### src/gmii_shim_pkg.sv
// Constants and types for the GMII/MII clocking shim
//
// Contract
// - Speed selects reference or PHY transmit timing
// - One transmit timing domain for MAC and user
// - Transmit stream throttled, bytes split to nibbles below gigabit
// - Transmit pins driven from output registers
// - Gigabit forwarded clock from output register
// - Forwarded clock rises mid data window
// - Receive clock sampled on clk, its rise enables receive capture
// - Receive nibbles paired into bytes, enable supplied
// - Each instance owns its transmit/receive clocking
// - Only gigabit reference clock is shared
package gmii_shim_pkg;

    localparam int BYTE_W = 8;
    localparam int NIB_W = 4;
    localparam int FIFO_DEPTH = 32;
    localparam logic [3:0] NIB_ZERO = 4'h0;
    localparam logic [7:0] BYTE_ZERO = 8'h00;
    localparam int TXC_BIT = 0;
    localparam int RXC_BIT = 1;
    localparam int RXD_LSB = 2;

    typedef enum logic [1:0] {SPEED_10, SPEED_100, SPEED_1000} speed_t;

    typedef struct packed {
        logic last;
        logic [7:0] data;
    } tx_word_t;

    typedef struct packed {
        logic [7:0] data;
        logic en;
        logic er;
    } gmii_tx_t;

    typedef struct packed {
        logic [7:0] data;
        logic dv;
        logic er;
    } gmii_rx_t;

    localparam int PIN_W = RXD_LSB + $bits(gmii_rx_t);

endpackage : gmii_shim_pkg

### src/tx_fifo.sv
// Parameterised FIFO with valid/ready on both sides
`timescale 1ns/1ps
module tx_fifo #(
    parameter int WIDTH = 9,
    parameter int DEPTH = 32
) (
    input wire logic clk,
    input wire logic reset_n,
    input wire logic [WIDTH-1:0] in_data,
    input wire logic in_valid,
    output logic in_ready,
    output logic [WIDTH-1:0] out_data,
    output logic out_valid,
    input wire logic out_ready
);
    localparam int AW = $clog2(DEPTH);
    localparam logic [AW:0] FULL_CNT = (AW + 1)'(DEPTH);

    if (DEPTH < 2 || (1 << AW) != DEPTH) begin : bad_depth
        $error("FIFO depth must be a power of two of at least two");
    end
    if (WIDTH < 1) begin : bad_width
        $error("FIFO width must be positive");
    end

    logic [WIDTH-1:0] mem_reg [DEPTH];
    logic [AW:0] wr_ptr_reg;
    logic [AW:0] rd_ptr_reg;
    logic [AW:0] wr_ptr_next;
    logic [AW:0] rd_ptr_next;
    logic in_ready_reg;
    logic push;
    logic pop;

    assign out_valid = wr_ptr_reg != rd_ptr_reg;
    assign out_data = mem_reg[rd_ptr_reg[AW-1:0]];
    assign in_ready = in_ready_reg;
    assign push = in_valid && in_ready_reg;
    assign pop = out_valid && out_ready;
    assign wr_ptr_next = wr_ptr_reg + (AW + 1)'(push);
    assign rd_ptr_next = rd_ptr_reg + (AW + 1)'(pop);

    // ------------------------------------------------------------
    // Storage
    // ------------------------------------------------------------
    always_ff @(posedge clk) begin
        if (push) begin
            mem_reg[wr_ptr_reg[AW-1:0]] <= in_data;
        end
    end

    // ------------------------------------------------------------
    // Pointers and full flag
    // ------------------------------------------------------------
    always_ff @(posedge clk or negedge reset_n) begin
        if (!reset_n) begin
            wr_ptr_reg <= '0;
            rd_ptr_reg <= '0;
            in_ready_reg <= 1'b0;
        end else begin
            wr_ptr_reg <= wr_ptr_next;
            rd_ptr_reg <= rd_ptr_next;
            in_ready_reg <= (wr_ptr_next - rd_ptr_next) != FULL_CNT;
        end
    end
endmodule : tx_fifo

### src/gmii_phy_shim.sv
// GMII/MII transmit and receive clocking shim with transmit FIFO
`timescale 1ns/1ps
module gmii_phy_shim (
    input wire logic clk,
    input wire logic reset_n,
    input gmii_shim_pkg::speed_t speed_sel,
    input wire logic [7:0] tx_data,
    input wire logic tx_last,
    input wire logic tx_valid,
    output logic tx_ready,
    input wire logic phy_tx_clk,
    input wire logic phy_rx_clk,
    input gmii_shim_pkg::gmii_rx_t phy_rx,
    output gmii_shim_pkg::gmii_tx_t tx_pins,
    output logic tx_fwd_clk,
    output logic [7:0] rx_data,
    output logic rx_valid,
    output logic rx_error,
    output logic rx_end,
    output gmii_shim_pkg::speed_t speed_cur
);
    import gmii_shim_pkg::*;

    function automatic logic is_gig(input speed_t s);
        return s == SPEED_1000;
    endfunction : is_gig

    // ------------------------------------------------------------
    // Pin synchronisers, three stages with agreement filter
    // ------------------------------------------------------------
    logic [PIN_W-1:0] pin_raw;
    logic [PIN_W-1:0] s1_reg;
    logic [PIN_W-1:0] s2_reg;
    logic [PIN_W-1:0] s3_reg;
    logic [PIN_W-1:0] pin_reg;
    logic [PIN_W-1:0] pin_d_reg;
    logic tx_clk_rise;
    logic rx_clk_rise;
    gmii_rx_t rx_sample;

    assign pin_raw = {phy_rx, phy_rx_clk, phy_tx_clk};

    // Per-instance sampling of this PHY's own clocks
    always_ff @(posedge clk or negedge reset_n) begin
        if (!reset_n) begin
            s1_reg <= '0;
            s2_reg <= '0;
            s3_reg <= '0;
            pin_reg <= '0;
            pin_d_reg <= '0;
        end else begin
            s1_reg <= pin_raw;
            s2_reg <= s1_reg;
            s3_reg <= s2_reg;
            pin_reg <= (s2_reg & s3_reg) | (pin_reg & (s2_reg ^ s3_reg));
            pin_d_reg <= pin_reg;
        end
    end

    assign tx_clk_rise = pin_reg[TXC_BIT] && !pin_d_reg[TXC_BIT];
    assign rx_clk_rise = pin_reg[RXC_BIT] && !pin_d_reg[RXC_BIT];
    assign rx_sample = gmii_rx_t'(pin_reg[PIN_W-1:RXD_LSB]);

    // ------------------------------------------------------------
    // Speed and transmit timing selection
    // ------------------------------------------------------------
    speed_t speed_reg;
    logic ref_phase_reg;
    logic tx_frame_reg;
    logic rx_frame_reg;
    logic gig;
    logic tx_tick;

    assign gig = is_gig(speed_reg);
    // Reference timing at gigabit, PHY clock edges below
    assign tx_tick = gig ? ref_phase_reg : tx_clk_rise;
    assign speed_cur = speed_reg;

    always_ff @(posedge clk or negedge reset_n) begin
        if (!reset_n) begin
            speed_reg <= SPEED_10;
        end else if (!tx_frame_reg && !rx_frame_reg) begin
            speed_reg <= speed_sel;
        end
    end

    // Per-instance reference phase, common clk of all instances
    always_ff @(posedge clk or negedge reset_n) begin
        if (!reset_n) begin
            ref_phase_reg <= 1'b0;
        end else begin
            ref_phase_reg <= !ref_phase_reg;
        end
    end

    // ------------------------------------------------------------
    // Transmit FIFO
    // ------------------------------------------------------------
    logic [$bits(tx_word_t)-1:0] fifo_out;
    tx_word_t fifo_word;
    logic fifo_valid;
    logic fifo_pop;
    logic nib_hi_reg;

    assign fifo_word = tx_word_t'(fifo_out);
    // Byte taken per enabled cycle, per nibble pair below gigabit
    assign fifo_pop = tx_tick && fifo_valid && (gig || !nib_hi_reg);

    tx_fifo #(.WIDTH($bits(tx_word_t)), .DEPTH(FIFO_DEPTH)) fifo_u (
        .clk(clk),
        .reset_n(reset_n),
        .in_data({tx_last, tx_data}),
        .in_valid(tx_valid),
        .in_ready(tx_ready),
        .out_data(fifo_out),
        .out_valid(fifo_valid),
        .out_ready(fifo_pop)
    );

    // ------------------------------------------------------------
    // Transmit output registers
    // ------------------------------------------------------------
    gmii_tx_t tx_pins_reg;
    logic [3:0] hi_nib_reg;
    logic hi_last_reg;
    logic tx_fwd_clk_reg;

    assign tx_pins = tx_pins_reg;
    assign tx_fwd_clk = tx_fwd_clk_reg;

    // One timing domain for core and user side
    always_ff @(posedge clk or negedge reset_n) begin
        if (!reset_n) begin
            tx_pins_reg <= '0;
            nib_hi_reg <= 1'b0;
            hi_nib_reg <= NIB_ZERO;
            hi_last_reg <= 1'b0;
            tx_frame_reg <= 1'b0;
        end else if (tx_tick) begin
            if (!gig && nib_hi_reg) begin
                tx_pins_reg <= '{data: {NIB_ZERO, hi_nib_reg},
                                 en: 1'b1, er: 1'b0};
                nib_hi_reg <= 1'b0;
                tx_frame_reg <= !hi_last_reg;
            end else if (fifo_valid) begin
                if (gig) begin
                    tx_pins_reg <= '{data: fifo_word.data,
                                     en: 1'b1, er: 1'b0};
                    tx_frame_reg <= !fifo_word.last;
                end else begin
                    tx_pins_reg <= '{data: {NIB_ZERO, fifo_word.data[3:0]},
                                     en: 1'b1, er: 1'b0};
                    hi_nib_reg <= fifo_word.data[7:4];
                    hi_last_reg <= fifo_word.last;
                    nib_hi_reg <= 1'b1;
                    tx_frame_reg <= 1'b1;
                end
            end else if (tx_frame_reg) begin
                // Underrun inside a frame: flag error and end it
                tx_pins_reg <= '{data: BYTE_ZERO, en: 1'b1, er: 1'b1};
                tx_frame_reg <= 1'b0;
            end else begin
                tx_pins_reg <= '{data: BYTE_ZERO, en: 1'b0, er: 1'b0};
            end
        end
    end

    // Forwarded clock low at data update, high mid window
    always_ff @(posedge clk or negedge reset_n) begin
        if (!reset_n) begin
            tx_fwd_clk_reg <= 1'b0;
        end else begin
            tx_fwd_clk_reg <= gig ? !ref_phase_reg : 1'b0;
        end
    end

    // ------------------------------------------------------------
    // Receive capture and nibble pairing
    // ------------------------------------------------------------
    logic rx_hi_reg;
    logic [3:0] rx_low_reg;
    logic rx_err_acc_reg;
    logic [7:0] rx_data_reg;
    logic rx_valid_reg;
    logic rx_error_reg;
    logic rx_end_reg;

    assign rx_data = rx_data_reg;
    assign rx_valid = rx_valid_reg;
    assign rx_error = rx_error_reg;
    assign rx_end = rx_end_reg;

    always_ff @(posedge clk or negedge reset_n) begin
        if (!reset_n) begin
            rx_hi_reg <= 1'b0;
            rx_low_reg <= NIB_ZERO;
            rx_err_acc_reg <= 1'b0;
            rx_data_reg <= BYTE_ZERO;
            rx_valid_reg <= 1'b0;
            rx_error_reg <= 1'b0;
            rx_end_reg <= 1'b0;
            rx_frame_reg <= 1'b0;
        end else begin
            rx_valid_reg <= 1'b0;
            rx_end_reg <= 1'b0;
            if (rx_clk_rise && rx_sample.dv) begin
                rx_frame_reg <= 1'b1;
                if (gig) begin
                    rx_data_reg <= rx_sample.data;
                    rx_error_reg <= rx_sample.er;
                    rx_valid_reg <= 1'b1;
                end else if (!rx_hi_reg) begin
                    rx_low_reg <= rx_sample.data[3:0];
                    rx_err_acc_reg <= rx_sample.er;
                    rx_hi_reg <= 1'b1;
                end else begin
                    rx_data_reg <= {rx_sample.data[3:0], rx_low_reg};
                    rx_error_reg <= rx_err_acc_reg || rx_sample.er;
                    rx_valid_reg <= 1'b1;
                    rx_hi_reg <= 1'b0;
                end
            end else if (rx_clk_rise && rx_frame_reg) begin
                rx_end_reg <= 1'b1;
                rx_frame_reg <= 1'b0;
                rx_hi_reg <= 1'b0;
            end
        end
    end
endmodule : gmii_phy_shim

### config.mk
export PLATFORM = sky130hd
export DESIGN_NAME = gmii_phy_shim
export DESIGN_NICKNAME = d
export VERILOG_FILES = /design/src/gmii_shim_pkg.sv /design/src/tx_fifo.sv /design/src/gmii_phy_shim.sv
export SDC_FILE = /design/constraint.sdc
export NUM_CORES = 1
export LEC_CHECK = 0
export ABC_AREA = 1
export ABC_CLOCK_PERIOD_IN_PS = 4850
export BUFFER_PORTS_ARGS = -buffer_cell sky130_fd_sc_hd__buf_2
export CAP_MARGIN = 20
export CORE_MARGIN = 10
export CORE_UTILIZATION = 39
export DETAILED_ROUTE_END_ITERATION = 8
export MAX_ROUTING_LAYER = met4
export PLACE_DENSITY_LB_ADDON = 0.25
export SETUP_SLACK_MARGIN = 0.02
export SLEW_MARGIN = 20
export SYNTH_ARGS = -nofsm -noshare
export SYNTH_HDL_FRONTEND = slang
export SYNTH_HIERARCHICAL = 1
export SYNTH_SLANG_ARGS = --single-unit
### constraint.sdc
create_clock -name clk -period 4.85 [get_ports clk]
set_input_delay 0.485 -clock clk [delete_from_list [all_inputs] [get_ports clk]]
set_output_delay 0.485 -clock clk [all_outputs]
set_load 0.05 [all_outputs]
==> impl_metrics.tcl <==
set metrics [dict create \
    row_count 75 \
    synthTopCellsByArea "edfxtp_1 52%, dfrtp_1 15%, nand2_1 12%, nand3_1 6.6%, inv_1 4.2%" \
    maxCapViolCount 0 \
    die-area_mm2 0.0510 \
    grt_pass1_vias 10529 \
    p_leak_nw 8.10 \
    nets 1651 \
    post_cts_buffers 0 \
    yosysTopAreaCell "edfxtp_1" \
    fin_cells 2177 \
    yosysTopAreaCellShare_pct 52.4 \
    gp_congestion 0.866 \
    setup_slack_ps 923 \
    critPathTopFamily "simple AND/OR/NAND/NOR gates" \
    initial_core_util_pct 39.4 \
    syn_inst 1563 \
    yosysSeqAreaShare_pct 67.8 \
    netlist_top_cells_count "506 x nand2_1, 288 x edfxtp_1, 217 x nand3_1" \
    relSlewSlack_pct 33.0 \
    drc 0 \
    yosys_warnings 6 \
    place_inst 2098 \
    cts.sinks 390 \
    ys_seq_elements 390 \
    worstReg2RegStart "fifo_u/rd_ptr_reg[0]" \
    synth_flop_cell "edfxtp_1" \
    largest_register_ffs 288 \
    setup_tns_ps 0 \
    worstPathCellList "nand2_1, a21oi_1, nand3_1, nand2_1, nor2_1, and2_1, ha_1, ha_1, xor2_1, inv_1, ha_1, a21oi_1, o21ai_0, nor2_1, inv_1, nand2_1, nand3_1" \
    syn_nets 1610 \
    synth_most_common_cell "nand2_1" \
    period_needed_ps 3930 \
    worstHoldStart "phy_rx[5]" \
    die_x_um 226 \
    rsz0062_at_grt "no" \
    cp_data_required_time_ps 5270 \
    worst_pin_slew_ps 1000 \
    cpMaxStageDelayCell "dfrtp_4" \
    cts_resized 0 \
    syn-cell-area_mm2 0.0165 \
    critPathArrivalTime_ps 4350 \
    critical_path_class "reg2reg" \
    hold_viol_final 0 \
    firstDrtPassIters 5 \
    dp_hpwl_mm 24.2 \
    syn-mean-instance-area_um2 10.6 \
    slew_violations 0 \
    insertedDiodeCount 0 \
    final_area_mm2 0.0187 \
    clock_path_buffers 3 \
    crit_path_max_fanout 75 \
    wl_per_cell_um 18.5 \
    first_iter_violations 805 \
    worstSkewPairLatency_ps 540 \
    wirelength_mm 40.2 \
    clkTransAtPathRegs_ps 60 \
    max_stage_delay_ps 980 \
    grt_overflow 0 \
    cts_buffers 42 \
    fin_skew_ps 12.7 \
    synth_edf_count 288 \
    ant_nets 0 \
    max_freq_mhz 255 \
    grt_start_max_net_pins 92 \
    cts_root_buf "clkbuf_16" \
    synthArstFlopShare_pct 26.2 \
    peakVddDrop_uv 351 \
    viasPerCell 4.99 \
    grt_pass1_wl_mm 62.4 \
    critPathBufInv 2 \
    final-setup-viol-count 0 \
    antenna_found_initial 0 \
    area_growth_pct 13.1 \
    htree_levels 2 \
    end_kind "flop" \
    post-place-ws_ps 980 \
    core-area_mm2 0.0419 \
    hold_buffers 1 \
    timing.final.crit_share_pct 81.0 \
    status "complete, no violations" \
    port_buffers 50 \
    layout-drive-gt1-share_pct 9.22 \
    startpoint_type "flop" \
    final_core_util_pct 44.5 \
    ios 51 \
    hold_class "in2reg" \
    grt_util_all_layers_pct 16.2 \
    place_area_mm2 0.0172 \
    fillCellCount 3809 \
    dieHeight_um 226 \
    tritoncts "done" \
    vias 10856 \
    startpoint "fifo_u/rd_ptr_reg[0]" \
    holdWs_ps 46.3 \
    synthDistinctLibCells 31 \
    total_power_mw 11.6 \
    power_density_mw_per_mm2 623 \
]
layer usage:
metal	vias to the layer above	wire length, µm	global-route usage [%]
li1	5221	-	-
met1	5209	17800	21.5
met2	344	18500	24.7
met3	82	2710	3.01
met4	0	1180	5.56
met5	-	0	-
where the power goes:
part / leakage (nW) / switching (mW) / internal [mW] / total, mW
combinational: 3.53 / 2.89 / 1.06 / 3.95
clock: 0.735 / 1.29 / 2.13 / 3.42
sequential: 3.83 / 0.314 / 3.96 / 4.28
path summary, 6_finish.rpt:
| kind | depth (start not counted) | to | slack (ps) |
|---|---|---|---|
| worst max register to register | 17 | fifo_u/in_ready | 920 |
| worst min register to register | 0 | s2_reg[10] | 350 |
| worst max-delay path | 17 | fifo_u/in_ready | 920 |
| max in group asynchronous | 3 | fifo_u/in_ready | 3240 |
| worst min-delay path | 1 | s1_reg[7] | 50 |
| min in group asynchronous | 2 | rx_low_reg[1] | 530 |
cell usage in the layout (no fill, tap or decap), drive strengths merged, types with 8 or more instances in the layout:
master,n
nand2,513
o211ai,9
ha,21
nor2,67
edfxtp,288
clkinv,8
a21oi,24
dfrtp,102
a21o,12
o21ai,34
inv,193
clkbuf,64
xor2,9
buf,60
nand3,217
cell families after synthesis:
| family | share of synthesized area [%] |
|---|---|
| simple gates | 20.7 |
| buf+inv | 6.56 |
| compound gates | 2.85 |
| fa+ha+maj | 1.59 |
| flops | 67.8 |
| xor+xnor | 0.477 |
area by class of cell:
cell class	count	area (µm²)	share of cell area, %
Sequential cell	390	11200	60.0
Multi-Input combinational cell	916	4230	22.6
Clock buffer	64	1310	7.01
Inverter	193	729	3.90
Tap cell	539	674	3.61
Timing Repair Buffer	61	338	1.81
Clock inverter	14	198	1.06
Note: power is estimated with default switching activity, not from simulation.
